`config.mk`:
```
export PLATFORM = sky130hd
export DESIGN_NAME = asmu_unit
export DESIGN_NICKNAME = d
export VERILOG_FILES = /design/src/pkg/asmu_pkg.sv /design/src/logic/asmu_mult.sv /design/src/logic/asmu_unit.sv
export VERILOG_INCLUDE_DIRS = /design/src /design/src/pkg
export SDC_FILE = /design/constraint.sdc
export NUM_CORES = 2
export LEC_CHECK = 0
export ABC_CLOCK_PERIOD_IN_PS = 17000
export BUFFER_PORTS_ARGS = -buffer_cell sky130_fd_sc_hd__buf_2
export CAP_MARGIN = 20
export CORE_MARGIN = 3
export CORE_UTILIZATION = 40
export CTS_BUF_LIST = sky130_fd_sc_hd__clkbuf_4 sky130_fd_sc_hd__clkbuf_8
export CTS_CLUSTER_SIZE = 14
export DETAILED_ROUTE_END_ITERATION = 8
export PLACE_DENSITY = 0.63
export REMOVE_ABC_BUFFERS = 1
export SKIP_LAST_GASP = 1
export SLEW_MARGIN = 40
export SYNTH_ARGS = -nofsm -noshare
export SYNTH_HDL_FRONTEND = slang
export SYNTH_HIERARCHICAL = 1
export SYNTH_SLANG_ARGS = --single-unit
```
`constraint.sdc`:
```
create_clock -name pclk -period 17 [get_ports pclk]
set_clock_uncertainty 0.1 [all_clocks]
set_input_delay 4.25 -clock pclk [delete_from_list [all_inputs] [get_ports pclk]]
set_output_delay 4.25 -clock pclk [all_outputs]
set_load 0.02 [all_outputs]
```
`src/pkg/asmu_defines.svh`:
```
// Purpose: named offsets, fields, reset values and sizes of the shift/multiply unit
// Assumes: included by bare name from the design files
// Notes: the package holds the types
`ifndef ASMU_DEFINES_SVH
`define ASMU_DEFINES_SVH

// ----------------------------------------------------------------
// register map
// ----------------------------------------------------------------
`define ASMU_ADDR_W 12
`define ASMU_OFS_CTRL 12'h000
`define ASMU_OFS_STATUS 12'h004
`define ASMU_OFS_COUNT 12'h008

// ----------------------------------------------------------------
// fields and reset values
// ----------------------------------------------------------------
`define ASMU_CTRL_RESET 1'h1
`define ASMU_CTRL_BM_ALLOW 0
`define ASMU_STAT_BUSY 0
`define ASMU_STAT_ILLEGAL 1
`define ASMU_STAT_CYC_LSB 8
`define ASMU_CYC_W 8

// ----------------------------------------------------------------
// float mantissa product
// ----------------------------------------------------------------
`define ASMU_FMANT_W 24
`define ASMU_FMANT_SEL_LSB 16

`endif

```
`src/pkg/asmu_pkg.sv`:
```
// Purpose: types shared by the shift/multiply unit
// Assumes: nothing
// Notes: operation codes are issued by the execute pipeline
package asmu_pkg;

  // ----------------------------------------------------------------
  // operations
  // ----------------------------------------------------------------
  typedef enum logic [3:0] {
    ASMU_OP_SLL = 4'h0,
    ASMU_OP_SRL = 4'h1,
    ASMU_OP_SRA = 4'h2,
    ASMU_OP_ROL = 4'h3,
    ASMU_OP_ROR = 4'h4,
    ASMU_OP_MUL = 4'h5,
    ASMU_OP_MULH = 4'h6,
    ASMU_OP_MULHSU = 4'h7,
    ASMU_OP_MULHU = 4'h8,
    ASMU_OP_DIV = 4'h9,
    ASMU_OP_DIVU = 4'hA,
    ASMU_OP_REM = 4'hB,
    ASMU_OP_REMU = 4'hC,
    ASMU_OP_FMANT = 4'hD
  } asmu_op_e;

  // ----------------------------------------------------------------
  // sequencer states
  // ----------------------------------------------------------------
  typedef enum logic [1:0] {
    ASMU_ST_IDLE = 2'h0,
    ASMU_ST_SHIFT = 2'h1,
    ASMU_ST_MUL = 2'h3,
    ASMU_ST_DIV = 2'h2
  } asmu_state_e;

endpackage

```
`src/logic/asmu_mult.sv`:
```
// Purpose: unsigned magnitude multiplier, dedicated-block or bit-serial
// Assumes: start is a one-cycle pulse; operands stable while serial run lasts
// Notes: done pulses one cycle; product valid while done is high
`timescale 1ns/1ps
module asmu_mult #(
  parameter int DW = 32,
  parameter bit use_dsp = 1'h0
) (
  // clock and reset
  input wire logic pclk,
  input wire logic presetn,
  // operands
  input wire logic start,
  input wire logic [DW-1:0] a_mag,
  input wire logic [DW-1:0] b_mag,
  // product
  output logic done,
  output logic [2*DW-1:0] prod
);
  import asmu_pkg::*;

  localparam int CW = $clog2(DW);

  if (DW < 2)
  begin : g_bad_dw
    $error("asmu_mult: width must be at least two");
  end

  logic done_q;
  logic [2*DW-1:0] prod_q;

  assign done = done_q;
  assign prod = prod_q;

  // ----------------------------------------------------------------
  // dedicated multiplier block
  // ----------------------------------------------------------------
  if (use_dsp)
  begin : g_dsp
    always_ff @(posedge pclk or negedge presetn)
    begin
      if (!presetn)
      begin
        done_q <= 1'h0;
        prod_q <= '0;
      end
      else
      begin
        done_q <= start;
        if (start)
          prod_q <= {{DW{1'h0}}, a_mag} * {{DW{1'h0}}, b_mag};
      end
    end
  end
  // ----------------------------------------------------------------
  // shift-add, one multiplier bit per cycle
  // ----------------------------------------------------------------
  else
  begin : g_serial
    logic [CW-1:0] cnt_q;
    logic run_q;
    logic [DW-1:0] mcand_q;
    logic [DW:0] sum;

    assign sum = {1'h0, prod_q[2*DW-1:DW]} + {1'h0, mcand_q};

    always_ff @(posedge pclk or negedge presetn)
    begin
      if (!presetn)
      begin
        done_q <= 1'h0;
        prod_q <= '0;
        cnt_q <= '0;
        run_q <= 1'h0;
        mcand_q <= '0;
      end
      else
      begin
        done_q <= 1'h0;
        if (start)
        begin
          prod_q <= {{DW{1'h0}}, b_mag};
          mcand_q <= a_mag;
          cnt_q <= '0;
          run_q <= 1'h1;
        end
        else if (run_q)
        begin
          if (prod_q[0])
            prod_q <= {sum, prod_q[DW-1:1]};
          else
            prod_q <= {1'h0, prod_q[2*DW-1:1]};
          cnt_q <= cnt_q + 1'h1;
          if (cnt_q == CW'(DW-1))
          begin
            run_q <= 1'h0;
            done_q <= 1'h1;
          end
        end
      end
    end
  end

endmodule

```
`src/logic/asmu_unit.sv`:
```
// Purpose: shift, multiply and divide datapath of the core's ALU, with an APB status port
// Assumes: pipeline inputs come from logic on pclk; one operation in flight at a time
// Notes: option parameters fix the structure at build time; CTRL can still gate rotates
//
// Chosen here: the APB slave port and the register addresses.
`timescale 1ns/1ps
`include "asmu_defines.svh"
module asmu_unit #(
  parameter int DW = 32,
  parameter bit barrel_shift_select = 1'h0,
  parameter bit dsp_multiplier_select = 1'h0,
  parameter bit mul_div_ext_enable = 1'h0,
  parameter bit mul_only_ext_enable = 1'h0,
  parameter bit bitmanip_ext_enable = 1'h0,
  parameter bit float_in_int_regs_ext_enable = 1'h0
) (
  // clock and reset
  input wire logic pclk,
  input wire logic presetn,
  // apb slave
  input wire logic psel,
  input wire logic penable,
  input wire logic pwrite,
  input wire logic [`ASMU_ADDR_W-1:0] paddr,
  input wire logic [31:0] pwdata,
  output logic [31:0] prdata,
  output logic pready,
  output logic pslverr,
  // pipeline request
  input wire logic op_start,
  input asmu_pkg::asmu_op_e op_code,
  input wire logic [DW-1:0] op_a,
  input wire logic [DW-1:0] op_b,
  // pipeline answer
  output logic op_busy,
  output logic op_done,
  output logic op_illegal,
  output logic [DW-1:0] op_result
);
  import asmu_pkg::*;

  localparam int SW = $clog2(DW);
  // the multiplier exists only with one of the two multiply extensions
  localparam bit mul_en = mul_div_ext_enable | mul_only_ext_enable;
  localparam bit use_dsp = mul_en & dsp_multiplier_select;

  if (DW != 32)
  begin : g_bad_dw
    $error("asmu_unit: only a 32-bit datapath is supported");
  end
  if (mul_div_ext_enable && mul_only_ext_enable)
  begin : g_bad_ext
    $error("asmu_unit: full and multiply-only extensions are exclusive");
  end

  // ----------------------------------------------------------------
  // decode helpers
  // ----------------------------------------------------------------
  function automatic logic is_shift(asmu_op_e op);
    is_shift = (op == ASMU_OP_SLL) || (op == ASMU_OP_SRL) || (op == ASMU_OP_SRA) ||
               (op == ASMU_OP_ROL) || (op == ASMU_OP_ROR);
  endfunction

  function automatic logic is_rot(asmu_op_e op);
    is_rot = (op == ASMU_OP_ROL) || (op == ASMU_OP_ROR);
  endfunction

  function automatic logic is_mul(asmu_op_e op);
    is_mul = (op == ASMU_OP_MUL) || (op == ASMU_OP_MULH) || (op == ASMU_OP_MULHSU) ||
             (op == ASMU_OP_MULHU);
  endfunction

  function automatic logic is_div(asmu_op_e op);
    is_div = (op == ASMU_OP_DIV) || (op == ASMU_OP_DIVU) || (op == ASMU_OP_REM) ||
             (op == ASMU_OP_REMU);
  endfunction

  function automatic logic legal(asmu_op_e op, logic bm_allow);
    if (is_rot(op))
      legal = bitmanip_ext_enable & bm_allow;
    else if (is_shift(op))
      legal = 1'h1;
    else if (is_mul(op))
      legal = mul_en;
    else if (is_div(op))
      legal = mul_div_ext_enable;
    else if (op == ASMU_OP_FMANT)
      legal = float_in_int_regs_ext_enable;
    else
      legal = 1'h0;
  endfunction

  function automatic logic [DW-1:0] barrel(asmu_op_e op, logic [DW-1:0] a, logic [SW-1:0] amt);
    logic [2*DW-1:0] rl;
    logic [2*DW-1:0] rr;
    rl = {a, a} << amt;
    rr = {a, a} >> amt;
    case (op)
      ASMU_OP_SLL: barrel = a << amt;
      ASMU_OP_SRL: barrel = a >> amt;
      ASMU_OP_SRA: barrel = DW'($signed(a) >>> amt);
      ASMU_OP_ROL: barrel = rl[2*DW-1:DW];
      ASMU_OP_ROR: barrel = rr[DW-1:0];
      default: barrel = '0;
    endcase
  endfunction

  function automatic logic [DW-1:0] step(asmu_op_e op, logic [DW-1:0] a);
    case (op)
      ASMU_OP_SLL: step = {a[DW-2:0], 1'h0};
      ASMU_OP_SRL: step = {1'h0, a[DW-1:1]};
      ASMU_OP_SRA: step = {a[DW-1], a[DW-1:1]};
      ASMU_OP_ROL: step = {a[DW-2:0], a[DW-1]};
      ASMU_OP_ROR: step = {a[0], a[DW-1:1]};
      default: step = a;
    endcase
  endfunction

  function automatic logic [DW-1:0] negate(logic [DW-1:0] x, logic s);
    negate = s ? (~x + 1'h1) : x;
  endfunction

  // ----------------------------------------------------------------
  // request decode
  // ----------------------------------------------------------------
  asmu_state_e st_q;
  asmu_op_e opr_q;
  logic busy_q, done_q, ill_q;
  logic [DW-1:0] res_q, sh_q, quo_q, rem_q, den_q;
  logic [SW:0] cnt_q;
  logic neg_q, rneg_q;
  logic ctrl_bm_q;
  logic acc, ok, sa, sb;
  logic [SW-1:0] amt;
  logic [DW-1:0] mag_a, mag_b;
  logic mul_done;
  logic [2*DW-1:0] mul_prod, mul_fix;
  logic [2*`ASMU_FMANT_W-1:0] fm_prod;
  logic [DW-1:0] fm_res;
  logic [DW:0] trial;
  logic [DW-1:0] nq, nr;

  assign acc = op_start && (st_q == ASMU_ST_IDLE);
  assign ok = legal(op_code, ctrl_bm_q);
  assign amt = op_b[SW-1:0];
  assign sa = op_a[DW-1] && (op_code == ASMU_OP_MUL || op_code == ASMU_OP_MULH ||
                             op_code == ASMU_OP_MULHSU || op_code == ASMU_OP_DIV || op_code == ASMU_OP_REM);
  assign sb = op_b[DW-1] && (op_code == ASMU_OP_MUL || op_code == ASMU_OP_MULH ||
                             op_code == ASMU_OP_DIV || op_code == ASMU_OP_REM);
  assign mag_a = negate(op_a, sa);
  assign mag_b = negate(op_b, sb);
  // float mantissas always go to the dedicated multiplier, whatever the integer choice
  assign fm_prod = op_a[`ASMU_FMANT_W-1:0] * op_b[`ASMU_FMANT_W-1:0];
  assign fm_res = fm_prod[`ASMU_FMANT_SEL_LSB +: DW];

  // ----------------------------------------------------------------
  // multiplier
  // ----------------------------------------------------------------
  if (mul_en)
  begin : g_mul
    asmu_mult #(
      .DW(DW),
      .use_dsp(use_dsp)
    ) u_mult (
      .pclk(pclk),
      .presetn(presetn),
      .start(acc && ok && is_mul(op_code)),
      .a_mag(mag_a),
      .b_mag(mag_b),
      .done(mul_done),
      .prod(mul_prod)
    );
  end
  else
  begin : g_no_mul
    assign mul_done = 1'h0;
    assign mul_prod = '0;
  end

  assign mul_fix = neg_q ? (~mul_prod + 1'h1) : mul_prod;

  // restoring division step; a zero divisor yields all ones and the dividend
  assign trial = {rem_q, quo_q[DW-1]} - {1'h0, den_q};
  assign nr = trial[DW] ? {rem_q[DW-2:0], quo_q[DW-1]} : trial[DW-1:0];
  assign nq = {quo_q[DW-2:0], ~trial[DW]};

  // ----------------------------------------------------------------
  // sequencer
  // ----------------------------------------------------------------
  always_ff @(posedge pclk or negedge presetn)
  begin
    if (!presetn)
    begin
      st_q <= ASMU_ST_IDLE;
      busy_q <= 1'h0;
      done_q <= 1'h0;
      ill_q <= 1'h0;
      res_q <= '0;
      opr_q <= ASMU_OP_SLL;
      sh_q <= '0;
      cnt_q <= '0;
      quo_q <= '0;
      rem_q <= '0;
      den_q <= '0;
      neg_q <= 1'h0;
      rneg_q <= 1'h0;
    end
    else
    begin
      done_q <= 1'h0;
      case (st_q)
        ASMU_ST_IDLE:
          if (op_start)
          begin
            opr_q <= op_code;
            ill_q <= ~ok;
            if (!ok)
            begin
              res_q <= '0;
              done_q <= 1'h1;
            end
            else if (is_shift(op_code) && barrel_shift_select)
            begin
              res_q <= barrel(op_code, op_a, amt);
              done_q <= 1'h1;
            end
            else if (is_shift(op_code) && amt == '0)
            begin
              res_q <= op_a;
              done_q <= 1'h1;
            end
            else if (is_shift(op_code))
            begin
              sh_q <= op_a;
              cnt_q <= {1'h0, amt};
              st_q <= ASMU_ST_SHIFT;
              busy_q <= 1'h1;
            end
            else if (is_mul(op_code))
            begin
              neg_q <= sa ^ sb;
              st_q <= ASMU_ST_MUL;
              busy_q <= 1'h1;
            end
            else if (is_div(op_code))
            begin
              quo_q <= mag_a;
              rem_q <= '0;
              den_q <= mag_b;
              neg_q <= (sa ^ sb) && (op_b != '0);
              rneg_q <= sa;
              cnt_q <= (SW+1)'(DW);
              st_q <= ASMU_ST_DIV;
              busy_q <= 1'h1;
            end
            else
            begin
              res_q <= fm_res;
              done_q <= 1'h1;
            end
          end
        ASMU_ST_SHIFT:
        begin
          sh_q <= step(opr_q, sh_q);
          cnt_q <= cnt_q - 1'h1;
          if (cnt_q == (SW+1)'(1))
          begin
            res_q <= step(opr_q, sh_q);
            done_q <= 1'h1;
            busy_q <= 1'h0;
            st_q <= ASMU_ST_IDLE;
          end
        end
        ASMU_ST_MUL:
          if (mul_done)
          begin
            res_q <= (opr_q == ASMU_OP_MUL) ? mul_fix[DW-1:0] : mul_fix[2*DW-1:DW];
            done_q <= 1'h1;
            busy_q <= 1'h0;
            st_q <= ASMU_ST_IDLE;
          end
        ASMU_ST_DIV:
        begin
          quo_q <= nq;
          rem_q <= nr;
          cnt_q <= cnt_q - 1'h1;
          if (cnt_q == (SW+1)'(1))
          begin
            res_q <= (opr_q == ASMU_OP_DIV || opr_q == ASMU_OP_DIVU) ? negate(nq, neg_q) : negate(nr, rneg_q);
            done_q <= 1'h1;
            busy_q <= 1'h0;
            st_q <= ASMU_ST_IDLE;
          end
        end
        default:
        begin
          st_q <= ASMU_ST_IDLE;
          busy_q <= 1'h0;
        end
      endcase
    end
  end

  assign op_busy = busy_q;
  assign op_done = done_q;
  assign op_illegal = ill_q;
  assign op_result = res_q;

  // ----------------------------------------------------------------
  // statistics
  // ----------------------------------------------------------------
  logic [`ASMU_CYC_W-1:0] cyc_q, last_cyc_q;
  logic [31:0] op_cnt_q;

  always_ff @(posedge pclk or negedge presetn)
  begin
    if (!presetn)
    begin
      cyc_q <= '0;
      last_cyc_q <= '0;
      op_cnt_q <= '0;
    end
    else
    begin
      // saturates so a long divide never wraps to a short figure
      if (acc)
        cyc_q <= `ASMU_CYC_W'(1);
      else if (busy_q && cyc_q != '1)
        cyc_q <= cyc_q + 1'h1;
      if (done_q)
      begin
        last_cyc_q <= cyc_q;
        op_cnt_q <= op_cnt_q + 1'h1;
      end
    end
  end

  // ----------------------------------------------------------------
  // apb slave, zero wait states
  // ----------------------------------------------------------------
  logic [31:0] prdata_q;
  logic pready_q, pslverr_q;
  logic setup, wr_ctrl;

  assign setup = psel && !penable;
  assign wr_ctrl = psel && penable && pready_q && pwrite && (paddr == `ASMU_OFS_CTRL);

  function automatic logic [31:0] reg_read(logic [`ASMU_ADDR_W-1:0] a);
    reg_read = '0;
    case (a)
      `ASMU_OFS_CTRL: reg_read[`ASMU_CTRL_BM_ALLOW] = ctrl_bm_q;
      `ASMU_OFS_STATUS:
      begin
        reg_read[`ASMU_STAT_BUSY] = busy_q;
        reg_read[`ASMU_STAT_ILLEGAL] = ill_q;
        reg_read[`ASMU_STAT_CYC_LSB +: `ASMU_CYC_W] = last_cyc_q;
      end
      `ASMU_OFS_COUNT: reg_read = op_cnt_q;
      default: reg_read = '0;
    endcase
  endfunction

  always_ff @(posedge pclk or negedge presetn)
  begin
    if (!presetn)
    begin
      pready_q <= 1'h0;
      pslverr_q <= 1'h0;
      prdata_q <= '0;
    end
    else
    begin
      pready_q <= setup;
      if (setup)
      begin
        prdata_q <= pwrite ? 32'h0 : reg_read(paddr);
        // writes to read-only words and any unmapped word are refused
        pslverr_q <= !((paddr == `ASMU_OFS_CTRL) ||
                       (!pwrite && (paddr == `ASMU_OFS_STATUS || paddr == `ASMU_OFS_COUNT)));
      end
    end
  end

  always_ff @(posedge pclk or negedge presetn)
  begin
    if (!presetn)
      ctrl_bm_q <= `ASMU_CTRL_RESET;
    else if (wr_ctrl)
      ctrl_bm_q <= pwdata[`ASMU_CTRL_BM_ALLOW];
  end

  assign prdata = prdata_q;
  assign pready = pready_q;
  assign pslverr = pslverr_q;
endmodule

```
==> flow_metrics.py <==
metrics = {
    "placement": {
        "place_congestion": 0.869,
        "numPortBuffers": 147,
        "dp.final_hpwl_microns": 69300,
        "dp.cells": 4990,
    },
    "global_route": {
        "grt_pass1_wl_microns": 151000,
        "grt_antenna_before_repair": 9,
        "gr-total-overflow": 0,
        "grt_max_degree": 141,
        "first_global_vias": 27900,
        "grtUsageTotal": 0.208,
    },
    "synth": {
        "synth-seq-cells": 260,
        "synth-edff-count": 0,
        "ys_warn_count": 6,
        "synth_top_cell_by_area": "fa_1",
        "syn_inst": 3917,
        "synth_area_leaders": "fa_1, dfrtp_1, ha_1, inv_1, nand2_1",
        "avgSynthCellArea_sq_um": 8.76,
        "syn_area_sq_um": 34300,
        "async_reset_ff_frac": 1.00,
        "synthDistinctLibCells": 83,
        "synth.yosys.seq_area_share": 0.190,
        "ys.flop_type": "dfrtp_1",
        "synth_top_area_frac": 0.281,
    },
    "timing": {
        "relSlewSlack": 0.410,
        "final_hold_viol_count": 0,
        "fin_crit_ns": 11.88,
        "worst_pin_slew_ns": 0.881,
        "slew_violations": 0,
        "min_period_over_period": 0.699,
        "grt_setup_unrepaired": "false",
        "clock.fmax_mhz": 84.1,
        "setup_tns_ns": 0,
        "setup_viol": 0,
    },
    "layout": {
        "layout_common_cells": "inv_1, nand2_1, fa_1",
        "finalNetCount": 4718,
        "drive_gt1_frac": 0.0852,
        "stdcell_count": 5068,
        "final_common_cell": "inv_1",
        "syn2layout_area_growth_pct": 7.58,
        "antennaDiodeCount": 0,
    },
    "setup_path": {
        "r2r_cells": 22,
        "worstSetupPathType": "primary input to flop",
        "crit_path_end_kind": "flop",
        "start_kind": "primary input",
        "timing.rr.end": "op_result[30]$_DFFE_PN0P_",
        "cp.required_ns": 17.35,
        "cp.arrival_ns": 12.24,
        "r2r_start": "quo_q[31]$_DFFE_PN0P_",
        "crit_fanout": 26,
        "r2r_slack_ns": 10.65,
    },
    "cts": {
        "h-tree-depth": 2,
        "clk_pin_slew_ns": 0.06,
        "cts_root_buf": "clkbuf_8",
        "cts_tree": "built",
        "cts_buffers": 45,
        "clk_latency_ns": 0.60,
        "cts.repair.resized": 0,
        "postCtsSetupRepairBufs": 0,
        "clock-sinks": 260,
        "clockBufferDepth": 3,
        "ctsHoldBuffers": 0,
    },
    "run": {
        "cap_violations": 0,
    },
    "outcome": {
        "status": "complete, no violations",
    },
    "die": {
        "die_h_microns": 299,
        "die_w_microns": 299,
        "start_util": 0.407,
        "fp-row-count": 106,
        "die_area_sq_um": 89400,
        "core_area_sq_um": 84400,
        "io_pins": 187,
    },
    "route": {
        "wl_per_cell_microns": 18.1,
        "drc": 0,
        "firstDrtPassIters": 6,
        "drt_iter0_markers": 1814,
        "vias": 27300,
        "ant_nets": 0,
        "avgViaCountPerCell": 5.40,
        "wirelength_microns": 91500,
    },
    "hold_path": {
        "hold_path_class": "flop to flop",
        "min-delay-start": "den_q[17]$_DFFE_PN0P_",
        "hold_path_depth": 0,
        "whs_endpoint": "den_q[17]$_DFFE_PN0P_",
    },
}
## worst max-delay path, cell delays in order
cell	delay, ns
buf_2	0.54
nand2_1	0.18
fa_1	0.57
inv_1	0.05
fa_1	0.48
inv_1	0.06
fa_1	0.53
inv_1	0.05
fa_1	0.43
fa_1	0.48
fa_1	0.56
fa_1	0.41
ha_1	0.32
nand2_1	0.08
nor3_1	0.25
nand2_1	0.11
o211ai_1	0.35
a21oi_1	0.29
o31ai_1	0.77
a221oi_1	0.29
o211ai_1	0.34
a21oi_1	0.13
o311a_1	0.36
o21ai_0	0.22
o311ai_1	0.13
## registers in the layout, summed over array words and instances (netlist names)
name / flops
pready: 1
rem_q: 32
op_cnt_q: 32
quo_q: 32
rneg_q: 1
st_q: 2
pslverr: 1
prdata: 32
cyc_q: 8
ctrl_bm_q: 1
op_illegal: 1
op_busy: 1
den_q: 32
opr_q: 4
op_done: 1
op_result: 32
last_cyc_q: 8
sh_q: 32
neg_q: 1
cnt_q: 6
## per-stage QoR
step	setup WS, ns	area, sq um	util	hold WS (ns)
after floorplan	6.18	33400	-	0.254
after global placement	4.51	35900	0.425	0.265
after detailed placement	4.49	36000	0.426	0.266
after CTS	5.11	36900	0.437	0.279
after global routing	4.60	36900	0.438	0.289
final	5.12	36900	0.438	0.274
## per-layer routing
layer | vias to the layer above | track usage | wire length [microns]
met5 | - | 0 | 9
met4 | 2 | 0.0447 | 1930
met3 | 114 | 0.0346 | 6200
met2 | 783 | 0.336 | 42700
met1 | 13900 | 0.294 | 40600
li1 | 12600 | - | -
## layout make-up
type | count | area, sq um
Clock buffer | 72 | 866
Clock inverter | 5 | 75.1
Fill cell | 8476 | 47400
Inverter | 620 | 2330
Multi-Input combinational cell | 2796 | 24700
Sequential cell | 260 | 6510
Tap cell | 1134 | 1420
Timing Repair Buffer | 181 | 1070
## Yosys cell counts, drive strengths merged (8+ instances only)
cell and n:
and3 19, nand4 27, a22o 24, or3 16, nand3 35, buf 21
mux2 45, a21oi 174, o21bai 8, nand2b 10, a221o 15, a21o 34
o22ai 22, or4 9, nor2 173, nand2 519, and4 10, and2 282
nor2b 11, xor2 64, nor3 59, a211oi 13, nor4 10, o21ai 169
o21a 11, mux2i 32, a22oi 15, clkbuf 220, or2 10, nor3b 8
a221oi 32, a31oi 27, xnor2 77, inv 619, o211ai 21, o41ai 11
o31ai 28, ha 214, fa 482, dfrtp 259
## cell families (layout without fill, tap and decap cells)
group,Yosys count,in the layout,synth area share
compound gates,666,666,0.126
mux,77,77,0.0242
fa+ha+maj,698,698,0.360
buf+inv,861,878,0.0944
xor+xnor,141,141,0.0360
flops,260,260,0.190
simple gates,1214,1214,0.170
## worst max path at each step
stage | to | startpoint | slack, ns
floorplan | op_result[31]$_DFFE_PN0P_ | op_b[0] | 6.18
global placement | op_result[31]$_DFFE_PN0P_ | op_a[11] | 4.51
detailed placement | op_result[31]$_DFFE_PN0P_ | op_a[11] | 4.49
CTS | op_result[31]$_DFFE_PN0P_ | op_a[11] | 5.11
global route | op_result[31]$_DFFE_PN0P_ | op_a[11] | 4.60
finish | op_result[31]$_DFFE_PN0P_ | op_a[11] | 5.12
Power is left out: the tool's default activity adds up to more than one toggle a clock period on the data nets, which glitch-free logic cannot reach.
